`src/core/ecpf_pkg.sv`:
```
// ecpf_pkg: constants and types shared by the ecp transfer engine
// assumes a single 250 MHz clock domain
package ecpf_pkg;
    // ---------------------------------------------------------------
    // modes of the port mode field
    // ---------------------------------------------------------------
    localparam logic [2:0] MODE_STD   = 3'h0;
    localparam logic [2:0] MODE_BIDIR = 3'h1;
    localparam logic [2:0] MODE_FIFO  = 3'h2;
    localparam logic [2:0] MODE_ECP   = 3'h3;

    // ---------------------------------------------------------------
    // fifo and command byte layout
    // ---------------------------------------------------------------
    localparam int         QUEUE_DEPTH  = 16;
    localparam int         LEVEL_W      = 5;
    localparam int         CMD_KIND_BIT = 7;
    localparam logic [LEVEL_W-1:0] LEVEL_ONE = 5'h01;
    localparam logic [6:0] RUN_ZERO      = 7'h00;
    localparam int         DMA_BURST_MAX = 32;
    localparam logic [5:0] BURST_ONE     = 6'h01;

    // ---------------------------------------------------------------
    // handshake timing
    // ---------------------------------------------------------------
    localparam int CLK_PERIOD_NS  = 4;
    localparam int STROBE_HOLD_NS = 500;
    localparam int STROBE_CYCLES  = (STROBE_HOLD_NS + CLK_PERIOD_NS - 1) / CLK_PERIOD_NS;

    // ldrq encodings are taken by a serialiser outside this block
    typedef struct packed {
        logic       is_cmd;   // 1: command byte (host ack low)
        logic [7:0] value;
    } ecpf_entry_s;
endpackage

```
`src/core/ecpf_fifo.sv`:
```
// ecpf_fifo: flop based fifo, valid/ready on both sides
// assumes synchronous use on mclk; flush clears it
`timescale 1ns/1ps
module ecpf_fifo
    import ecpf_pkg::*;
#(
    parameter int WIDTH = 9,
    parameter int DEPTH = 32
) (
    input  wire logic               mclk,
    input  wire logic               rst,
    input  wire logic               flush,
    input  wire logic               in_valid,
    output logic                    in_ready,
    input  wire logic [WIDTH-1:0]   in_data,
    output logic                    out_valid,
    input  wire logic               out_ready,
    output logic [WIDTH-1:0]        out_data,
    output logic [$clog2(DEPTH):0]  level
);
    localparam int AW = $clog2(DEPTH);
    logic [WIDTH-1:0] mem_q [DEPTH];
    logic [AW-1:0]    wr_q;
    logic [AW-1:0]    rd_q;
    logic [AW:0]      cnt_q;
    logic             push;
    logic             pop;

    // -----------------------------------------------------------------
    // handshake
    // -----------------------------------------------------------------
    assign in_ready  = (cnt_q != AW'(0) + (AW+1)'(DEPTH));
    assign out_valid = (cnt_q != '0);
    assign push      = in_valid && in_ready;
    assign pop       = out_valid && out_ready;
    assign out_data  = mem_q[rd_q];
    assign level     = cnt_q;

    // storage, written by index
    always_ff @(posedge mclk) begin
        if (push) begin
            mem_q[wr_q] <= in_data;
        end
    end

    // pointers and count; wrap relies on power of two depth
    always_ff @(posedge mclk or posedge rst) begin
        if (rst) begin
            wr_q  <= '0;
            rd_q  <= '0;
            cnt_q <= '0;
        end else if (flush) begin
            wr_q  <= '0;
            rd_q  <= '0;
            cnt_q <= '0;
        end else begin
            if (push) begin
                wr_q <= wr_q + AW'(1);
            end
            if (pop) begin
                rd_q <= rd_q + AW'(1);
            end
            cnt_q <= cnt_q + (AW+1)'(push) - (AW+1)'(pop);
        end
    end
endmodule

```
`src/core/ecpf_sync.sv`:
```
// ecpf_sync: three flop synchroniser for pin inputs
// assumes asynchronous input; change counts once stages two and three agree
`timescale 1ns/1ps
module ecpf_sync #(
    parameter logic INIT = 1'b1
) (
    input  wire logic mclk,
    input  wire logic rst,
    input  wire logic pin,
    output logic      level
);
    logic s1_q;
    logic s2_q;
    logic s3_q;
    logic lvl_q;

    // first stage feeds only the second
    always_ff @(posedge mclk or posedge rst) begin
        if (rst) begin
            s1_q  <= INIT;
            s2_q  <= INIT;
            s3_q  <= INIT;
            lvl_q <= INIT;
        end else begin
            s1_q <= pin;
            s2_q <= s1_q;
            s3_q <= s2_q;
            if (s2_q == s3_q) begin
                lvl_q <= s3_q;
            end
        end
    end
    assign level = lvl_q;
endmodule

```
`src/core/ecpf_engine.sv`:
```
// Behaviour
// - command port sends commands in ecp mode (data in fifo mode), data port sends data
// - reverse: handshake peripheral bytes until fifo full
// - forward host ack high data, low command
// - command bit 7: 0 run count, 1 address
// - reverse periph ack low marks command byte
// - run count n replicates next byte n+1
// - control drivers open drain in mode 000
// - host side never stalls, byte transfers
// - mask bit suppresses dma and service interrupts
// - unmasking with condition true interrupts at once
// - terminal count interrupts and sets mask
// - forward pio: interrupt on enough free space
// - reverse pio: interrupt on enough fill
// - fault falling edge or enable clear interrupts
// - ack rising edge interrupts when enabled
// - fifo only active in fifo or ecp mode
// - threshold equals trigger setting plus one
// - dma request bursts at most 32 cycles
// - reverse dma requests whenever fifo holds data
//
// ecpf_engine: ecp parallel port transfer engine, fifo and service logic
// assumes host strobes are one-cycle pulses on mclk; pins are asynchronous
`timescale 1ns/1ps
module ecpf_engine
    import ecpf_pkg::*;
#(
    parameter int DEPTH = QUEUE_DEPTH,
    parameter int BUF_DEPTH = 32
) (
    input  wire logic       mclk,
    input  wire logic       rst,
    // host side
    input  wire logic [2:0] mode,
    input  wire logic       direction,
    input  wire logic       service_interrupt_mask,
    input  wire logic       dma_request_enable,
    input  wire logic       fault_irq_enable_low,
    input  wire logic       acknowledge_irq_enable,
    input  wire logic [3:0] queue_trigger_setting,
    input  wire logic       command_byte_queue_port,
    input  wire logic       data_byte_queue_port,
    input  wire logic [7:0] host_wdata,
    input  wire logic       host_read,
    output logic [7:0]      host_rdata,
    input  wire logic       dma_ack,
    input  wire logic       dma_tc,
    output logic            dma_request,
    output logic            mask_set,
    output logic            irq,
    output logic            queue_full,
    output logic            queue_empty,
    // peripheral pins
    input  wire logic [7:0] pd_in,
    output logic [7:0]      pd_out,
    output logic            pd_oe,
    output logic            strobe_low_out,
    output logic            strobe_low_oe,
    output logic            host_ack_out,
    output logic            host_ack_oe,
    input  wire logic       periph_clk_low,
    input  wire logic       periph_ack,
    input  wire logic       fault_low,
    output logic            peripheral_busy
);
    localparam int LW = $clog2(DEPTH) + 1;
    localparam logic [15:0] STB_CNT = 16'(STROBE_CYCLES);

    // -----------------------------------------------------------------
    // pin synchronisers
    // -----------------------------------------------------------------
    logic clk_s, pack_s, fault_s, busy_s;
    ecpf_sync #(.INIT(1'b1)) u_sclk  (.mclk(mclk), .rst(rst), .pin(periph_clk_low), .level(clk_s));
    ecpf_sync #(.INIT(1'b1)) u_spack (.mclk(mclk), .rst(rst), .pin(periph_ack), .level(pack_s));
    ecpf_sync #(.INIT(1'b1)) u_sflt  (.mclk(mclk), .rst(rst), .pin(fault_low), .level(fault_s));
    assign busy_s = pack_s;

    // -----------------------------------------------------------------
    // byte queue shared by both directions
    // -----------------------------------------------------------------
    logic        active, fwd, rev, flush;
    ecpf_entry_s q_in, q_out;
    logic        q_in_valid, q_in_ready, q_out_valid, q_out_ready;
    logic [LW-1:0] q_level;

    // fifo held flushed outside fifo/ecp modes
    assign active = (mode == MODE_ECP) || (mode == MODE_FIFO);
    assign flush  = !active;
    assign fwd    = active && !direction;
    assign rev    = (mode == MODE_ECP) && direction;

    ecpf_fifo #(.WIDTH($bits(ecpf_entry_s)), .DEPTH(DEPTH)) u_queue (
        .mclk(mclk), .rst(rst), .flush(flush),
        .in_valid(q_in_valid), .in_ready(q_in_ready), .in_data(q_in),
        .out_valid(q_out_valid), .out_ready(q_out_ready), .out_data(q_out),
        .level(q_level)
    );

    // full and empty shown to the host
    assign queue_full  = !q_in_ready;
    assign queue_empty = !q_out_valid;
    assign peripheral_busy = busy_s;

    // -----------------------------------------------------------------
    // forward transmit: queue to pins
    // -----------------------------------------------------------------
    typedef enum logic [2:0] {
        TX_IDLE = 3'b001,
        TX_STB  = 3'b010,
        TX_WAIT = 3'b100
    } ecpf_tx_e;
    ecpf_tx_e  tx_q;
    logic [15:0] tx_cnt_q;
    logic [7:0]  pd_q;
    logic        hack_q;
    logic        stb_q;

    // host ack level carries the command/data kind
    always_ff @(posedge mclk or posedge rst) begin
        if (rst) begin
            tx_q     <= TX_IDLE;
            tx_cnt_q <= '0;
            pd_q     <= '0;
            hack_q   <= 1'b1;
            stb_q    <= 1'b1;
        end else if (!fwd) begin
            tx_q   <= TX_IDLE;
            stb_q  <= 1'b1;
            hack_q <= 1'b1;
        end else begin
            unique case (tx_q)
                TX_IDLE: begin
                    if (q_out_valid && !busy_s) begin
                        pd_q     <= q_out.value;
                        hack_q   <= !q_out.is_cmd;
                        stb_q    <= 1'b0;
                        tx_cnt_q <= STB_CNT;
                        tx_q     <= TX_STB;
                    end
                end
                TX_STB: begin
                    if (tx_cnt_q <= 16'h0001) begin
                        stb_q <= 1'b1;
                        tx_q  <= TX_WAIT;
                    end else begin
                        tx_cnt_q <= tx_cnt_q - 16'h0001;
                    end
                end
                TX_WAIT: begin
                    if (!busy_s) begin
                        tx_q <= TX_IDLE;
                    end
                end
            endcase
        end
    end

    // -----------------------------------------------------------------
    // reverse receive with run-length expansion
    // -----------------------------------------------------------------
    logic       clk_d1_q;
    logic       rx_fall;
    logic [7:0] rep_left_q;
    logic [7:0] rep_byte_q;
    logic       rep_q;
    logic [6:0] run_q;
    logic       run_pend_q;
    logic       rx_hold_q;   // host ack low holds off peripheral while full

    assign rx_fall = clk_d1_q && !clk_s;

    // capture bytes; command low ack, run count expands next byte
    always_ff @(posedge mclk or posedge rst) begin
        if (rst) begin
            clk_d1_q   <= 1'b1;
            rep_left_q <= '0;
            rep_byte_q <= '0;
            rep_q      <= 1'b0;
            run_q      <= RUN_ZERO;
            run_pend_q <= 1'b0;
        end else begin
            clk_d1_q <= clk_s;
            if (!rev) begin
                rep_q      <= 1'b0;
                run_pend_q <= 1'b0;
            end else if (rep_q) begin
                if (q_in_ready) begin
                    rep_left_q <= rep_left_q - 8'h01;
                    if (rep_left_q == 8'h01) begin
                        rep_q <= 1'b0;
                    end
                end
            end else if (rx_fall && !pack_s) begin
                if (!pd_in[CMD_KIND_BIT]) begin
                    run_q      <= pd_in[6:0];
                    run_pend_q <= 1'b1;
                end
            end else if (rx_fall && run_pend_q) begin
                rep_byte_q <= pd_in;
                rep_left_q <= {1'b0, run_q} + 8'h01;
                rep_q      <= 1'b1;
                run_pend_q <= 1'b0;
            end
        end
    end

    // handshake stalls while the queue is full
    always_ff @(posedge mclk or posedge rst) begin
        if (rst) begin
            rx_hold_q <= 1'b0;
        end else begin
            rx_hold_q <= rev && (!q_in_ready || rep_q);
        end
    end

    // -----------------------------------------------------------------
    // queue input mux: host writes forward, pins reverse
    // -----------------------------------------------------------------
    // writes never stall; a write to a full queue is dropped
    always_comb begin
        q_in       = '0;
        q_in_valid = 1'b0;
        if (fwd) begin
            q_in.value  = host_wdata;
            q_in.is_cmd = command_byte_queue_port && (mode == MODE_ECP);
            q_in_valid  = command_byte_queue_port || data_byte_queue_port || dma_ack;
        end else if (rev) begin
            if (rep_q) begin
                q_in.value = rep_byte_q;
                q_in_valid = 1'b1;
            end else if (rx_fall && pack_s && !run_pend_q) begin
                q_in.value = pd_in;
                q_in_valid = 1'b1;
            end
        end
    end
    assign q_out_ready = (fwd && tx_q == TX_IDLE && !busy_s)
                       || (rev && (host_read || dma_ack));

    // host read data registered
    always_ff @(posedge mclk or posedge rst) begin
        if (rst) begin
            host_rdata <= '0;
        end else if (rev && (host_read || dma_ack)) begin
            host_rdata <= q_out.value;
        end
    end

    // -----------------------------------------------------------------
    // pin drivers
    // -----------------------------------------------------------------
    // open drain control lines in standard mode
    assign pd_out         = pd_q;
    assign pd_oe          = !direction;
    assign strobe_low_out = (mode == MODE_STD) ? 1'b0 : stb_q;
    assign strobe_low_oe  = (mode == MODE_STD) ? !stb_q : 1'b1;
    assign host_ack_out   = (mode == MODE_STD) ? 1'b0 : (rev ? !rx_hold_q : hack_q);
    assign host_ack_oe    = (mode == MODE_STD) ? !hack_q : 1'b1;

    // -----------------------------------------------------------------
    // service requests: threshold, dma and terminal count
    // -----------------------------------------------------------------
    logic [LW-1:0] thresh;
    logic          pio_cond, svc_cond, svc_d1_q;
    logic          tc_mask_q, mask_eff;
    logic [5:0]    burst_q;
    logic          svc_irq_q, ack_irq_q, flt_irq_q;
    logic          pack_d1_q, flt_d1_q, ferr_en_d1_q;

    // effective threshold is setting plus one
    assign thresh   = LW'(queue_trigger_setting) + LW'(LEVEL_ONE);
    assign mask_eff = service_interrupt_mask || tc_mask_q;
    assign mask_set = mask_eff;

    assign pio_cond = !dma_request_enable && active &&
                      (direction ? (q_level >= thresh)
                                 : ((LW'(DEPTH) - q_level) >= thresh));
    assign svc_cond = !mask_eff && pio_cond;

    always_ff @(posedge mclk or posedge rst) begin
        if (rst) begin
            tc_mask_q <= 1'b0;
        end else if (service_interrupt_mask) begin
            tc_mask_q <= 1'b0;
        end else if (dma_ack && dma_tc && dma_request_enable && !mask_eff) begin
            tc_mask_q <= 1'b1;
        end
    end

    // count back to back dma cycles, drop after 32
    always_ff @(posedge mclk or posedge rst) begin
        if (rst) begin
            burst_q <= '0;
        end else if (!dma_request) begin
            burst_q <= '0;
        end else if (dma_ack) begin
            burst_q <= burst_q + BURST_ONE;
        end
    end

    // request while queue has room or data, unmasked
    assign dma_request = dma_request_enable && !mask_eff && active &&
                         (burst_q < 6'(DMA_BURST_MAX)) &&
                         (rev ? q_out_valid : (fwd && q_in_ready));

    // edge and level service events, held one cycle
    always_ff @(posedge mclk or posedge rst) begin
        if (rst) begin
            svc_d1_q     <= 1'b0;
            pack_d1_q    <= 1'b1;
            flt_d1_q     <= 1'b1;
            ferr_en_d1_q <= 1'b1;
            svc_irq_q    <= 1'b0;
            ack_irq_q    <= 1'b0;
            flt_irq_q    <= 1'b0;
        end else begin
            svc_d1_q     <= svc_cond;
            pack_d1_q    <= pack_s;
            flt_d1_q     <= fault_s;
            ferr_en_d1_q <= fault_irq_enable_low;
            svc_irq_q    <= (svc_cond && !svc_d1_q)
                         || (dma_ack && dma_tc && dma_request_enable && !mask_eff);
            ack_irq_q    <= acknowledge_irq_enable && !pack_d1_q && pack_s;
            flt_irq_q    <= !fault_irq_enable_low &&
                            ((flt_d1_q && !fault_s) || (ferr_en_d1_q && !fault_s));
        end
    end

    // level output: pio condition stays asserted while true
    assign irq = svc_irq_q || ack_irq_q || flt_irq_q || svc_cond;

    // -----------------------------------------------------------------
    // checks
    // -----------------------------------------------------------------
    a_mask_blocks_dma: assert property (@(posedge mclk) disable iff (rst)
        service_interrupt_mask |-> !dma_request) else $error("dma with mask set");
    a_tc_sets_mask: assert property (@(posedge mclk) disable iff (rst)
        (dma_ack && dma_tc && dma_request_enable && !mask_eff) |=> mask_set && irq)
        else $error("tc did not mask");
    a_burst_limit: assert property (@(posedge mclk) disable iff (rst)
        burst_q <= 6'(DMA_BURST_MAX)) else $error("dma burst too long");
    a_od_standard: assert property (@(posedge mclk) disable iff (rst)
        (mode == MODE_STD) |-> !strobe_low_out && !host_ack_out)
        else $error("push pull in mode 000");
    a_flush_idle: assert property (@(posedge mclk) disable iff (rst)
        !active |=> queue_empty) else $error("fifo live outside fifo modes");
    a_ack_rise_irq: assert property (@(posedge mclk) disable iff (rst)
        (acknowledge_irq_enable && $rose(pack_s)) |=> irq)
        else $error("ack edge lost");
    a_fault_irq: assert property (@(posedge mclk) disable iff (rst)
        (!fault_irq_enable_low && $fell(fault_s)) |=> irq)
        else $error("fault edge lost");
    a_pio_level: assert property (@(posedge mclk) disable iff (rst)
        svc_cond |-> irq) else $error("pio service missing");
    a_rev_fill: assert property (@(posedge mclk) disable iff (rst)
        (!mask_eff && !dma_request_enable && rev && q_level >= thresh) |-> irq)
        else $error("fill service missing");
    a_unmask_irq: assert property (@(posedge mclk) disable iff (rst)
        ($fell(mask_eff) && pio_cond) |-> irq) else $error("unmask no irq");
endmodule

```
`config.mk`:
```
export PLATFORM = sky130hd
export DESIGN_NAME = ecpf_engine
export DESIGN_NICKNAME = d
export VERILOG_FILES = /design/src/core/ecpf_pkg.sv /design/src/core/ecpf_fifo.sv /design/src/core/ecpf_sync.sv /design/src/core/ecpf_engine.sv
export SDC_FILE = /design/constraint.sdc
export NUM_CORES = 1
export LEC_CHECK = 0
export ABC_AREA = 1
export BUFFER_PORTS_ARGS = -buffer_cell sky130_fd_sc_hd__buf_2
export CORE_ASPECT_RATIO = 1.1
export CORE_MARGIN = 5
export CORE_UTILIZATION = 57
export CTS_BUF_LIST = sky130_fd_sc_hd__clkbuf_4
export DETAILED_ROUTE_END_ITERATION = 10
export GPL_TIMING_DRIVEN = 0
export PLACE_DENSITY = 0.8
export SYNTH_ARGS = -nofsm -noshare
export SYNTH_HDL_FRONTEND = slang
export SYNTH_SLANG_ARGS = --single-unit
```
`constraint.sdc`:
```
create_clock -name mclk -period 6.9 [get_ports mclk]
set_input_delay 0.69 -clock mclk [delete_from_list [all_inputs] [get_ports mclk]]
set_output_delay 0.69 -clock mclk [all_outputs]
set_load 0.05 [all_outputs]
```
==> results.json <==
{
  "antenna_found_initial": 1,
  "synth-seq-cells": 247,
  "vias": 9512,
  "postSynth.asyncResetShare_pct": 41.7,
  "hp-start": "fault_low",
  "reg2reg_slack_ns": 3.47,
  "status": "finished clean",
  "post_cts_buffers": 0,
  "required_ns": 6.21,
  "drt-pass1-iter-count": 7,
  "dieArea_sq_um": 23800,
  "fin_worst_skew_ns": 0.0560,
  "clkSinkCount": 247,
  "dp_hpwl_mm": 19.3,
  "maxCapViolCount": 0,
  "grt_use_total_pct": 23.7,
  "grt-ovfl-total": 0,
  "cp_max_fo": 4,
  "initial_core_util_pct": 57.7,
  "wl_mm": 28.2,
  "post_drt_wl_per_cell_um": 16.3,
  "synth_cells": 1295,
  "period_share_pct": 51.6,
  "crit_type": "reg -> out",
  "ys_types": 42,
  "synth_top_area_cell": "edfxtp_1",
  "gp_congestion": 0.904,
  "setup_slack_ns": 3.34,
  "r2r_start": "u_queue.level[1]$_DFF_PP0_",
  "cts_resized": 0,
  "clk_latency_ns": 0.71,
  "place_ws_ns": 3.51,
  "yosysWarningCount": 0,
  "synth_edf_count": 144,
  "root_buffer": "clkbuf_4",
  "rr_endpoint": "u_queue.level[4]$_DFF_PP0_",
  "grt_pass1_wl_mm": 45.2,
  "avgSynthCellArea_sq_um": 9.14,
  "fmax_mhz": 281,
  "synth_ff_type": "edfxtp_1",
  "cts_tree": "done",
  "ios": 65,
  "critPathLaunchType": "register",
  "ys_seq_area_share_pct": 58.5,
  "slew_violations": 0,
  "clk_pin_slew_worst_paths_ns": 0.07,
  "ant_nets": 0,
  "rsz0062_at_grt": "false",
  "areaGrowthSynthToFinish_pct": 14.0,
  "tns_ns": 0,
  "end_kind": "output port",
  "netlist_top_cells_area": "edfxtp_1, dfrtp_1, nand2_1",
  "drc": 0,
  "drive_gt1_share_pct": 18.5,
  "power_density_nw_per_um2": 248,
  "die_y_um": 161,
  "startpoint": "u_queue.level[1]$_DFF_PP0_",
  "ir_drop_v": 0.000205,
  "p_leak_nw": 6.37,
  "die_w_um": 147,
  "drtIter0Drc": 890,
  "synth_top_area_share_pct": 36.5,
  "clockBufferDepth": 3,
  "port_buffers": 63,
  "grt_max_degree": 64,
  "endpoint": "irq",
  "r2r_cells": 18,
  "h-tree-depth": 2,
  "grt_pass1_vias": 9181,
  "min_period_ns": 3.56,
  "utilization_pct": 65.8,
  "post_drt_via_cell_ratio": 5.48,
  "slew_headroom_pct": 11.8,
  "hold_violations": 0,
  "num_rows": 55,
  "setup_violations": 0,
  "cp_data_arrival_time_ns": 2.87,
  "hp-class": "in -> reg",
  "syn_nets": 1365,
  "worst_slew_pin_slew_ns": 1.32,
  "core_area_sq_um": 20500,
  "final_nets": 1496,
  "synth.cell_area_sq_um": 11800,
  "cts_buffers": 60
}
worst min-delay path by stage:
stage / cells after the start / slack, ns / end
2_1_floorplan: 0 / 0.35 / u_sclk.s2_q$_DFF_PP1_
3_3_place_gp: 0 / 0.35 / u_sflt.s2_q$_DFF_PP1_
3_5_place_dp: 0 / 0.35 / u_sclk.s2_q$_DFF_PP1_
4_1_cts: 1 / 0.02 / u_sflt.s1_q$_DFF_PP1_
5_1_grt: 1 / 0.02 / u_sflt.s1_q$_DFF_PP1_
6_report: 1 / 0.07 / u_sflt.s1_q$_DFF_PP1_
registers in the layout, summed over array words and instances (netlist names), 3 cells and up:
name / count
pd_out: 8
u_queue.level: 5
tx_q: 3
u_queue.mem_q: 144
u_queue.rd_q: 4
host_rdata: 8
rep_byte_q: 8
tx_cnt_q: 16
rep_left_q: 8
run_q: 7
burst_q: 6
u_queue.wr_q: 4
layout by cell type, fill, tap and decap left out, types with 3 or more instances in the layout:
master,netlist,final
a21oi_1,11,11
a31oi_2,0,6
buf_2,28,93
buf_4,4,5
clkbuf_1,13,13
clkbuf_4,0,107
clkinv_1,1,7
dfrtp_1,84,84
dfstp_2,19,19
edfxtp_1,144,144
ha_1,31,31
inv_1,155,154
inv_2,4,4
maj3_1,3,3
nand2_1,419,419
nand2_2,8,8
nand3_1,140,140
nand4_1,20,20
nor2_1,81,81
nor3_1,23,10
nor3_2,0,13
nor3b_1,3,3
nor4_1,3,3
o211ai_1,6,6
o21ai_0,40,40
o21ai_1,9,9
xnor2_1,6,6
xor2_1,10,10
Yosys cell counts (8+ instances only):
| cell | number |
|---|---|
| a21oi_1 | 11 |
| edfxtp_1 | 144 |
| ha_1 | 31 |
| nand3_1 | 140 |
| buf_2 | 28 |
| nor2_1 | 81 |
| nand4_1 | 20 |
| xor2_1 | 10 |
| a31oi_1 | 8 |
| nand2_2 | 8 |
| o21ai_1 | 9 |
| dfrtp_1 | 84 |
| inv_1 | 155 |
| nor3_1 | 23 |
| dfstp_2 | 19 |
| clkbuf_1 | 13 |
| nand2_1 | 419 |
| o21ai_0 | 40 |
metal layers:
metal  GRT usage [%]  share of wire (%)  vias up
li1                -                  -     4521
met1            31.5                 40     4418
met2            38.7                 48      491
met3            4.35                9.2       82
met4            9.87                2.7        0
met5               0                  0        -
what timing repair did:
| item | 4_1_cts | 5_1_grt |
|---|---|---|
| endpoints found under the hold margin | 9 | 0 |
| endpoints found under the setup margin | 0 | 0 |
| hold buffers | 1 | 0 |
cell type report:
type | instances | area, sq um
well taps | 256 | 320
clock buffers | 106 | 796
clock inverters | 8 | 57.6
plain buffers | 48 | 245
diodes | 1 | 2.50
multi-input cells | 839 | 4170
inverters | 161 | 608
repair buffers | 69 | 378
flip-flops and latches | 247 | 6930
fillers | 1564 | 7010
worst max-delay path: stages, from the launching register on:
cell	delay, ns
dfrtp_1	0.44
inv_1	0.12
ha_1	0.22
nand2_1	0.08
inv_1	0.06
ha_1	0.27
inv_1	0.04
ha_1	0.28
nand2_1	0.06
nand2_1	0.06
inv_1	0.03
nand2_1	0.07
nand3_1	0.09
nand2_1	0.09
buf_2	0.26
stage by stage:
step | hold slack (ns) | instances | total power [mW] | cell area, sq um
4_1_cts | 0.0226 | 1732 | 3.37 | 13400
2_1_floorplan | 0.345 | 1295 | 1.97 | 11800
5_1_grt | 0.0234 | 1735 | 3.50 | 13500
3_5_place_dp | 0.348 | 1617 | 2.09 | 12600
3_3_place_gp | 0.347 | 1614 | 2.07 | 12500
6_report | 0.0712 | 1735 | 3.35 | 13500
logic make-up after synthesis:
| logic type | synth area share, % |
|---|---|
| buffers and inverters | 7.19 |
| AO/OA/AOI/OAI | 3.71 |
| flip-flops | 58.5 |
| AND/OR/NAND/NOR | 25.6 |
| XOR/XNOR | 1.18 |
| adder cells (fa/ha/maj) | 3.70 |
| multiplexers | 0.180 |
power by group:
group	internal [mW]	switching [mW]	leakage, nW
Clock	0.720	0.564	0.515
Combinational	0.115	0.302	3.21
Sequential	1.61	0.0335	2.64
Total	2.45	0.899	6.37
No activity file was read; power rests on OpenSTA's default activity.
